## src/hdl/mms_pkg.sv

```systemverilog
package mms_pkg;

    ////////////////////////////////////////////////////////////////////////
    // Monitor opcodes with fixed values
    localparam logic [7:0]  OP_SP_READ    = 8'h0C;
    localparam logic [7:0]  OP_IDX_READ   = 8'h1A;
    localparam logic [7:0]  OP_WRITE      = 8'h49;

    // Operand byte counts per command
    localparam logic [1:0]  WRITE_OPNDS   = 2'h3;
    localparam logic [1:0]  IDX_WR_OPNDS  = 2'h1;
    localparam logic [1:0]  NO_OPNDS      = 2'h0;

    // Bytes returned by read style commands
    localparam logic [1:0]  IDX_RD_BYTES  = 2'h2;
    localparam logic [1:0]  SP_RD_BYTES   = 2'h2;
    localparam logic [1:0]  ECHO_BYTES    = 2'h1;

    ////////////////////////////////////////////////////////////////////////
    // Security key: eight bytes held at the top of the map
    localparam int          SEC_LEN       = 8;
    localparam logic [15:0] SEC_FIRST     = 16'hFFF6;
    localparam logic [15:0] SEC_LAST      = 16'hFFFD;
    localparam logic [7:0]  BLANK_BYTE    = 8'hFF;

    // Status byte in RAM telling the host whether flash is open
    localparam logic [15:0] STAT_ADDR     = 16'h0040;
    localparam int          STAT_BIT      = 6;

    // Stack layout at monitor entry
    localparam logic [15:0] SP_INC        = 16'h0001;
    localparam logic [15:0] PC_HI_OFS     = 16'h0005;
    localparam logic [15:0] PC_LO_OFS     = 16'h0006;
    localparam logic [15:0] ADDR_STEP     = 16'h0001;

    ////////////////////////////////////////////////////////////////////////
    // Instructions forced into the core
    typedef enum logic [1:0] {
        CPU_SOFT_INT  = 2'h0,
        CPU_PUSH_IDXH = 2'h1,
        CPU_POP_IDXH  = 2'h2,
        CPU_RET_INT   = 2'h3
    } mms_cpu_op_type;

    // Monitor states, one-hot
    typedef enum logic [10:0] {
        ST_ENTRY = 11'h001,
        ST_SEC   = 11'h002,
        ST_STAT  = 11'h004,
        ST_IDLE  = 11'h008,
        ST_OPND  = 11'h010,
        ST_TX    = 11'h020,
        ST_RD    = 11'h040,
        ST_WR    = 11'h080,
        ST_RUN   = 11'h100,
        ST_USER  = 11'h200,
        ST_SPARE = 11'h400
    } mms_st_type;

endpackage

```

## src/hdl/mms_sec_check.sv

```systemverilog
module mms_sec_check
    import mms_pkg::*;
(
    // Clock and reset
    input  wire logic        clock,
    input  wire logic        nrst,
    input  wire logic        restart,
    // Received security bytes
    input  wire logic        byte_valid,
    input  wire logic [7:0]  byte_data,
    // Reserved key bytes, lowest address in bits 7:0
    input  wire logic [63:0] key_bytes,
    input  wire logic        erased,
    // Result
    output logic             done,
    output logic             match
);
    import mms_pkg::*;

    typedef struct packed {
        logic [2:0] idx;
        logic       ok;
        logic       done;
        logic       match;
    } mms_sec_type;

    localparam mms_sec_type SEC_RST = '{idx: 3'h0, ok: 1'b1,
                                        done: 1'b0, match: 1'b0};

    mms_sec_type r_reg;
    mms_sec_type r_next;
    logic [7:0]  key_arr [SEC_LEN];

    ////////////////////////////////////////////////////////////////////////
    // Key bytes, blank after a mass erase
    genvar gi;
    generate
        for (gi = 0; gi < SEC_LEN; gi++)
        begin : g_key
            assign key_arr[gi] = erased ? BLANK_BYTE
                                        : key_bytes[8*gi +: 8];
        end
    endgenerate

    ////////////////////////////////////////////////////////////////////////
    // Byte by byte compare, result only after all eight
    always_comb
    begin
        r_next = r_reg;
        if (restart)
        begin
            r_next = SEC_RST;
        end
        else if (byte_valid && !r_reg.done)
        begin
            r_next.ok  = r_reg.ok && (byte_data == key_arr[r_reg.idx]);
            r_next.idx = r_reg.idx + 3'h1;
            if (r_reg.idx == 3'(SEC_LEN - 1))
            begin
                r_next.done  = 1'b1;
                r_next.match = r_next.ok;
            end
        end
    end

    // State register
    always_ff @(posedge clock or negedge nrst)
    begin
        if (!nrst)
            r_reg <= SEC_RST;
        else
            r_reg <= r_next;
    end

    assign done  = r_reg.done;
    assign match = r_reg.match;

endmodule // mms_sec_check

```

## src/hdl/mms_monitor.sv

```systemverilog
module mms_monitor
    import mms_pkg::*;
#(
    parameter logic [15:0] FLASH_BASE   = 16'h8000,
    parameter logic [7:0]  INVALID_BYTE = 8'h00,
    parameter logic [7:0]  OP_IDX_WRITE = 8'h19,
    parameter logic [7:0]  OP_RUN       = 8'h28
)
(
    // Clock, power-on reset, other resets
    input  wire logic                    clock,
    input  wire logic                    nrst,
    input  wire logic                    sys_rst,
    // Bytes from the monitor serial pin
    input  wire logic                    rx_valid,
    input  wire logic [7:0]              rx_data,
    // Bytes to the monitor serial pin
    output logic                         tx_valid,
    output logic [7:0]                   tx_data,
    output logic                         tx_break,
    input  wire logic                    tx_ready,
    // Memory access
    output logic                         mem_req,
    output logic                         mem_we,
    output logic [15:0]                  mem_addr,
    output logic [7:0]                   mem_wdata,
    input  wire logic                    mem_ack,
    input  wire logic [7:0]              mem_rdata,
    // Core control
    output logic                         cpu_op_valid,
    output mms_pkg::mms_cpu_op_type      cpu_op,
    input  wire logic                    cpu_op_done,
    input  wire logic [15:0]             stack_ptr,
    input  wire logic                    fetch_valid,
    input  wire logic [15:0]             fetch_addr,
    output logic                         illegal_rst,
    // Flash key and erase
    input  wire logic [63:0]             key_bytes,
    input  wire logic                    erase_done,
    output logic                         flash_open
);
    import mms_pkg::*;

    ////////////////////////////////////////////////////////////////////////
    // State record
    typedef struct packed {
        mms_st_type     state;
        mms_st_type     after;
        logic           tx_valid;
        logic [7:0]     tx_data;
        logic           tx_break;
        logic [1:0]     sendn;
        logic [15:0]    sendbuf;
        logic           mem_req;
        logic           mem_we;
        logic [15:0]    mem_addr;
        logic [7:0]     mem_wdata;
        logic [1:0]     rdn;
        logic           cpu_op_valid;
        mms_cpu_op_type cpu_op;
        logic           illegal_rst;
        logic [7:0]     cmd;
        logic [1:0]     cnt;
        logic [15:0]    addr;
        logic [7:0]     wbuf;
        logic           unlocked;
        logic           erased;
    } mms_regs_type;

    localparam mms_regs_type REGS_RST = '{
        state: ST_ENTRY, after: ST_IDLE, tx_valid: 1'b0, tx_data: 8'h00,
        tx_break: 1'b0, sendn: 2'h0, sendbuf: 16'h0000, mem_req: 1'b0,
        mem_we: 1'b0, mem_addr: 16'h0000, mem_wdata: 8'h00, rdn: 2'h0,
        cpu_op_valid: 1'b1, cpu_op: CPU_SOFT_INT, illegal_rst: 1'b0,
        cmd: 8'h00, cnt: 2'h0, addr: 16'h0000, wbuf: 8'h00,
        unlocked: 1'b0, erased: 1'b0};

    mms_regs_type r_reg;
    mms_regs_type r_next;
    logic         sec_valid;
    logic         sec_done;
    logic         sec_match;
    logic [7:0]   rd_byte;

    ////////////////////////////////////////////////////////////////////////
    // Security byte compare
    assign sec_valid = rx_valid && !r_reg.unlocked
                       && (r_reg.state == ST_ENTRY || r_reg.state == ST_SEC);

    mms_sec_check u_sec (
        .clock      (clock),
        .nrst       (nrst),
        .restart    (sys_rst),
        .byte_valid (sec_valid),
        .byte_data  (rx_data),
        .key_bytes  (key_bytes),
        .erased     (r_reg.erased),
        .done       (sec_done),
        .match      (sec_match)
    );

    // Read data from FLASH_BASE up masked while flash is locked
    assign rd_byte = (!r_reg.unlocked && r_reg.mem_addr >= FLASH_BASE)
                     ? INVALID_BYTE : mem_rdata;

    ////////////////////////////////////////////////////////////////////////
    // Next state
    always_comb
    begin
        r_next = r_reg;
        r_next.illegal_rst = fetch_valid && !r_reg.unlocked
                             && fetch_addr >= FLASH_BASE;
        // Erase allowed in any lock state; key then reads blank
        if (erase_done)
            r_next.erased = 1'b1;
        case (r_reg.state)
            ST_ENTRY:
            begin
                if (cpu_op_done)
                begin
                    if (r_reg.cpu_op == CPU_SOFT_INT)
                        r_next.cpu_op = CPU_PUSH_IDXH;
                    else
                    begin
                        r_next.cpu_op_valid = 1'b0;
                        r_next.state = r_reg.unlocked ? ST_IDLE
                                                      : ST_SEC;
                    end
                end
            end
            ST_SEC:
            begin
                if (sec_done)
                begin
                    r_next.unlocked = sec_match;
                    r_next.tx_valid = 1'b1;
                    r_next.tx_break = 1'b1;
                    r_next.tx_data  = 8'h00;
                    r_next.sendn    = ECHO_BYTES;
                    r_next.state    = ST_TX;
                    r_next.after    = ST_STAT;
                end
            end
            ST_STAT:
            begin
                r_next.mem_req   = 1'b1;
                r_next.mem_we    = 1'b1;
                r_next.mem_addr  = STAT_ADDR;
                r_next.mem_wdata = 8'h00;
                r_next.mem_wdata[STAT_BIT] = r_reg.unlocked;
                if (r_reg.mem_req && mem_ack)
                begin
                    r_next.addr    = r_reg.mem_addr;
                    r_next.mem_req = 1'b0;
                    r_next.mem_we  = 1'b0;
                    r_next.state   = ST_IDLE;
                end
            end
            ST_IDLE:
            begin
                if (rx_valid)
                begin
                    r_next.cmd      = rx_data;
                    r_next.tx_valid = 1'b1;
                    r_next.tx_data  = rx_data;
                    r_next.sendn    = ECHO_BYTES;
                    r_next.state    = ST_TX;
                    r_next.after    = ST_OPND;
                    if (rx_data == OP_WRITE)
                        r_next.cnt = WRITE_OPNDS;
                    else if (rx_data == OP_IDX_WRITE)
                        r_next.cnt = IDX_WR_OPNDS;
                    else
                        r_next.cnt = NO_OPNDS;
                end
            end
            ST_OPND:
            begin
                if (r_reg.cnt != NO_OPNDS)
                begin
                    if (rx_valid)
                    begin
                        if (r_reg.cnt == 2'h1)
                            r_next.wbuf = rx_data;
                        else
                            r_next.addr = {r_reg.addr[7:0], rx_data};
                        r_next.cnt      = r_reg.cnt - 2'h1;
                        r_next.tx_valid = 1'b1;
                        r_next.tx_data  = rx_data;
                        r_next.sendn    = ECHO_BYTES;
                        r_next.state    = ST_TX;
                        r_next.after    = ST_OPND;
                    end
                end
                else if (r_reg.cmd == OP_IDX_READ)
                begin
                    r_next.rdn      = IDX_RD_BYTES;
                    r_next.mem_req  = 1'b1;
                    r_next.mem_addr = r_reg.addr + ADDR_STEP;
                    r_next.state    = ST_RD;
                end
                else if (r_reg.cmd == OP_SP_READ)
                begin
                    r_next.sendbuf  = stack_ptr + SP_INC;
                    r_next.tx_valid = 1'b1;
                    r_next.tx_data  = r_next.sendbuf[15:8];
                    r_next.sendn    = SP_RD_BYTES;
                    r_next.state    = ST_TX;
                    r_next.after    = ST_IDLE;
                end
                else if (r_reg.cmd == OP_WRITE || r_reg.cmd == OP_IDX_WRITE)
                begin
                    // Host may patch stacked PC at SP+5/SP+6 this way
                    r_next.mem_req   = 1'b1;
                    r_next.mem_we    = 1'b1;
                    r_next.mem_wdata = r_reg.wbuf;
                    r_next.mem_addr  = (r_reg.cmd == OP_IDX_WRITE)
                                       ? r_reg.addr + ADDR_STEP
                                       : r_reg.addr;
                    r_next.state     = ST_WR;
                end
                else if (r_reg.cmd == OP_RUN)
                begin
                    r_next.cpu_op_valid = 1'b1;
                    r_next.cpu_op       = CPU_POP_IDXH;
                    r_next.state        = ST_RUN;
                end
                else
                    r_next.state = ST_IDLE;
            end
            ST_TX:
            begin
                if (tx_ready)
                begin
                    if (r_reg.sendn > ECHO_BYTES)
                    begin
                        r_next.sendn   = r_reg.sendn - 2'h1;
                        r_next.tx_data = r_reg.sendbuf[7:0];
                    end
                    else
                    begin
                        r_next.sendn    = 2'h0;
                        r_next.tx_valid = 1'b0;
                        r_next.tx_break = 1'b0;
                        r_next.state    = r_reg.after;
                    end
                end
            end
            ST_RD:
            begin
                if (mem_ack)
                begin
                    r_next.addr = r_reg.mem_addr;
                    if (r_reg.rdn == IDX_RD_BYTES)
                    begin
                        r_next.sendbuf[15:8] = rd_byte;
                        r_next.rdn      = 2'h1;
                        r_next.mem_addr = r_reg.mem_addr + ADDR_STEP;
                    end
                    else
                    begin
                        r_next.sendbuf[7:0] = rd_byte;
                        r_next.rdn      = 2'h0;
                        r_next.mem_req  = 1'b0;
                        r_next.tx_valid = 1'b1;
                        r_next.tx_data  = r_reg.sendbuf[15:8];
                        r_next.sendn    = IDX_RD_BYTES;
                        r_next.state    = ST_TX;
                        r_next.after    = ST_IDLE;
                    end
                end
            end
            ST_WR:
            begin
                if (mem_ack)
                begin
                    r_next.addr    = r_reg.mem_addr;
                    r_next.mem_req = 1'b0;
                    r_next.mem_we  = 1'b0;
                    r_next.state   = ST_IDLE;
                end
            end
            ST_RUN:
            begin
                if (cpu_op_done)
                begin
                    if (r_reg.cpu_op == CPU_POP_IDXH)
                        r_next.cpu_op = CPU_RET_INT;
                    else
                    begin
                        r_next.cpu_op_valid = 1'b0;
                        r_next.state        = ST_USER;
                    end
                end
            end
            ST_USER:
                r_next.state = ST_USER;
            default:
                r_next.state = ST_IDLE;
        endcase
        // Other resets keep the open state and erase marker
        if (sys_rst)
        begin
            r_next          = REGS_RST;
            r_next.unlocked = r_reg.unlocked;
            r_next.erased   = r_reg.erased;
        end
    end

    // State register; only power-on clears the open state
    always_ff @(posedge clock or negedge nrst)
    begin
        if (!nrst)
            r_reg <= REGS_RST;
        else
            r_reg <= r_next;
    end

    ////////////////////////////////////////////////////////////////////////
    // Outputs
    assign tx_valid     = r_reg.tx_valid;
    assign tx_data      = r_reg.tx_data;
    assign tx_break     = r_reg.tx_break;
    assign mem_req      = r_reg.mem_req;
    assign mem_we       = r_reg.mem_we;
    assign mem_addr     = r_reg.mem_addr;
    assign mem_wdata    = r_reg.mem_wdata;
    assign cpu_op_valid = r_reg.cpu_op_valid;
    assign cpu_op       = r_reg.cpu_op;
    assign illegal_rst  = r_reg.illegal_rst;
    assign flash_open   = r_reg.unlocked;
endmodule // mms_monitor

```

## config.mk

```make
export PLATFORM = sky130hd
export DESIGN_NAME = mms_monitor
export DESIGN_NICKNAME = d
export VERILOG_FILES = /design/src/hdl/mms_pkg.sv /design/src/hdl/mms_sec_check.sv /design/src/hdl/mms_monitor.sv
export SDC_FILE = /design/constraint.sdc
export NUM_CORES = 1
export LEC_CHECK = 0
export ABC_AREA = 0
export BUFFER_PORTS_ARGS = -buffer_cell sky130_fd_sc_hd__clkbuf_2
export CORE_ASPECT_RATIO = 2
export CORE_MARGIN = 8
export CORE_UTILIZATION = 61
export DETAILED_ROUTE_END_ITERATION = 16
export HOLD_SLACK_MARGIN = 0.15
export PLACE_DENSITY_LB_ADDON = 0.05
export SLEW_MARGIN = 0
export SYNTH_ARGS = -nofsm -noshare
export SYNTH_HDL_FRONTEND = slang
export SYNTH_SLANG_ARGS = --single-unit
```

## constraint.sdc

```tcl
create_clock -name clock -period 6.9 [get_ports clock]
set_clock_uncertainty 0.2 [all_clocks]
set_input_delay 1.38 -clock clock [delete_from_list [all_inputs] [get_ports clock]]
set_output_delay 1.38 -clock clock [all_outputs]
set_load 0.03 [all_outputs]
```

==> impl_metrics.json <==
{
  "status": "finished, final reports clean",
  "fin_cells": 1166,
  "post_cts_buffers": 0,
  "synthTopCellsByArea": "dfrtp_1, nand2_1, a21oi_1",
  "insertion_delay_ns": 0.42,
  "cts_sinks": 124,
  "internal-power_mw": 1.46,
  "clkPwrFrac_pct": 42.8,
  "total_power_mw": 2.10,
  "startpoint_type": "input port",
  "seqCellArea_um2": 3110,
  "largest_reg_flops": 77,
  "routed_via_density": 6.41,
  "firstDrtPassIters": 6,
  "hold_class": "reg -> reg",
  "dp.final_hpwl_um": 18600,
  "grt_max_degree": 74,
  "dieArea_um2": 17800,
  "die_w_um": 98.5,
  "yosys.area.top_type": "dfrtp_1",
  "cp-end-kind": "register",
  "switchingPower_uw": 641,
  "grt_pass1_vias": 8040,
  "ys_ff_latch": 124,
  "antenna_found_initial": 0,
  "ios": 162,
  "nFillCells": 1110,
  "antenna_left": 0,
  "crit_fanout": 73,
  "ys_seq_area_share_pct": 37.4,
  "synth.distinct_cells": 79,
  "grt_overflow": 0,
  "synth_top_area_share_pct": 36.2,
  "maxSlewViolCount": 0,
  "cts-root-buf": "clkbuf_16",
  "min_period_ns": 3.61,
  "cts_made_buffers": 17,
  "seqPwrFrac_pct": 38.9,
  "path_clk_slew_ns": 0.06,
  "hold_viol_final": 0,
  "syn_area_per_cell_um2": 9.19,
  "port_buffers": 146,
  "cts_tree": "built",
  "vdd_drop_max_mv": 0.167,
  "start_util_pct": 62.1,
  "die_h_um": 181,
  "async_reset_ff_share_pct": 100,
  "design.core.area_um2": 13400,
  "synth_warnings": 0,
  "setup_viol": 0,
  "synthCells": 904,
  "routed_wl_um": 25100,
  "worst_pin_slew_ns": 0.995,
  "rsz0062_at_grt": "no",
  "p_comb_share_pct": 18.3,
  "vias": 7472,
  "core.rowCount": 60,
  "drv_cap": 0,
  "grt_pass1_wl_um": 40500,
  "slew_headroom_pct": 33.7,
  "track_usage_pct": 28.8,
  "final_core_utilization_pct": 70.5,
  "powerDensity_nw_per_um2": 223,
  "synth_area_um2": 8300,
  "drtIter0Drc": 437,
  "post-route-period-util_pct": 52.4,
  "drc_errors": 0,
  "critical_path_required_ns": 7.00,
  "area_delta_synth_final_pct": 13.4,
  "final_area_um2": 9420,
  "cts_resized": 0,
  "synthFlopType": "dfrtp_1",
  "synthesis.nets": 1033,
  "drive_gt1_share_pct": 26.8,
  "cts_hold_buf": 0,
  "switching_share_pct": 30.5,
  "critPathKind": "in -> reg",
  "placed_area_um2": 8830,
  "synth_edf_count": 0,
  "final_net_count": 1127,
  "cts_buffer_depth": 2,
  "multi_input_area_um2": 4630,
  "post_drt_wl_per_cell_um": 21.5,
  "cp.arrival_ns": 3.71,
  "diodes": 0,
  "htree_levels": 4,
  "fmax_mhz": 277,
  "tns_ns": 0,
  "place.gp.congestion": 0.940,
  "p_leak_nw": 4.23,
  "dpl.cell_count": 1134,
  "reg2reg_slack_ns": 3.59
}
==> worst max-delay path, cell delays in order <==
cell	delay (ns)
buf_2	0.27
buf_4	0.68
nor3_1	0.17
a21oi_1	0.15
nand2_1	0.10
nor2_4	0.51
mux2_2	0.41
==> cells in the final DEF, fill, tap and decap left out, drive strengths merged, types with 4 or more instances in the layout <==
cell	count
and3	12
mux4	16
a222oi	4
nand2	107
o31ai	10
dfstp	4
a22o	10
and4	5
nor3	32
mux2i	19
o211ai	6
nand4	10
a31oi	8
buf	13
a211oi	7
inv	29
nor4b	6
o22ai	9
o21ai	49
nand3	31
a22oi	7
nor2	71
a311oi	4
a21o	6
dfrtp	120
clkbuf	162
nor2b	22
or2	4
nand2b	6
ha	8
mux2	34
nor3b	5
a21oi	76
nor4	12
xor2	20
xnor2	25
==> final timing paths <==
| path | startpoint | end | depth (start not counted) |
|---|---|---|---|
| max | sys_rst | r_reg[10] | 7 |
| min | cpu_op_valid | cpu_op_valid | 2 |
| max reg2reg | r_reg[112] | r_reg[112] | 6 |
| min reg2reg | cpu_op_valid | cpu_op_valid | 2 |
| max in group asynchronous | nrst | r_reg[68] | 2 |
| min in group asynchronous | nrst | mem_wdata[4] | 1 |
==> metal layers <==
layer | up-vias | wire length [um] | global-route usage [%] | part of all wire (%)
met2 | 307 | 13000 | 50.0 | 52
li1 | 3437 | - | - | -
met3 | 122 | 1370 | 7.28 | 5.4
met4 | 0 | 2130 | 24.1 | 8.5
met1 | 3606 | 8540 | 28.0 | 34
met5 | - | 0 | 0 | 0
==> final cells by class <==
| cell class | count | share of cell area (%) |
|---|---|---|
| Clock buffer | 18 | 4.56 |
| Clock inverter | 14 | 1.67 |
| Inverter | 22 | 0.877 |
| Multi-Input combinational cell | 676 | 49.2 |
| Sequential cell | 124 | 33.0 |
| Tap cell | 155 | 2.06 |
| Timing Repair Buffer | 157 | 8.66 |
==> synth_stat cells (12+ instances only) <==
| master | number |
|---|---|
| o21ai_0 | 46 |
| mux2i_1 | 19 |
| nor2b_1 | 22 |
| buf_4 | 35 |
| inv_1 | 22 |
| xor2_1 | 20 |
| nand3_1 | 30 |
| buf_2 | 15 |
| nor2_1 | 66 |
| nand2_1 | 107 |
| xnor2_1 | 25 |
| mux4_2 | 16 |
| clkbuf_1 | 25 |
| and3_1 | 12 |
| a21oi_1 | 73 |
| mux2_2 | 24 |
| nor3_1 | 31 |
| dfrtp_1 | 120 |
==> kinds of logic after synthesis <==
family	after synthesis	synth area share, %
AND/OR/NAND/NOR	337	21.4
AO/OA/AOI/OAI	217	16.7
flip-flops	124	37.4
XOR/XNOR	45	4.75
multiplexers	69	11.7
adder cells (fa/ha/maj)	8	1.21
buffers and inverters	104	6.81
==> per-stage QoR <==
step                      hold WS, ns  setup slack, ns
final                           0.262             3.29
after global routing            0.282             3.17
after CTS                       0.265             3.33
after detailed placement        0.256             2.89
after global placement          0.245             2.92
after floorplan                 0.247             3.55
==> power by group through the flow <==
stage / Clock [mW] / Sequential [mW] / Combinational (mW)
floorplan: 0 / 0.810 / 0.277
global placement: 0 / 0.828 / 0.376
detailed placement: 0 / 0.829 / 0.382
CTS: 0.908 / 0.816 / 0.383
global route: 0.940 / 0.823 / 0.419
finish: 0.900 / 0.818 / 0.386
Power figures use the tool's default switching activity.
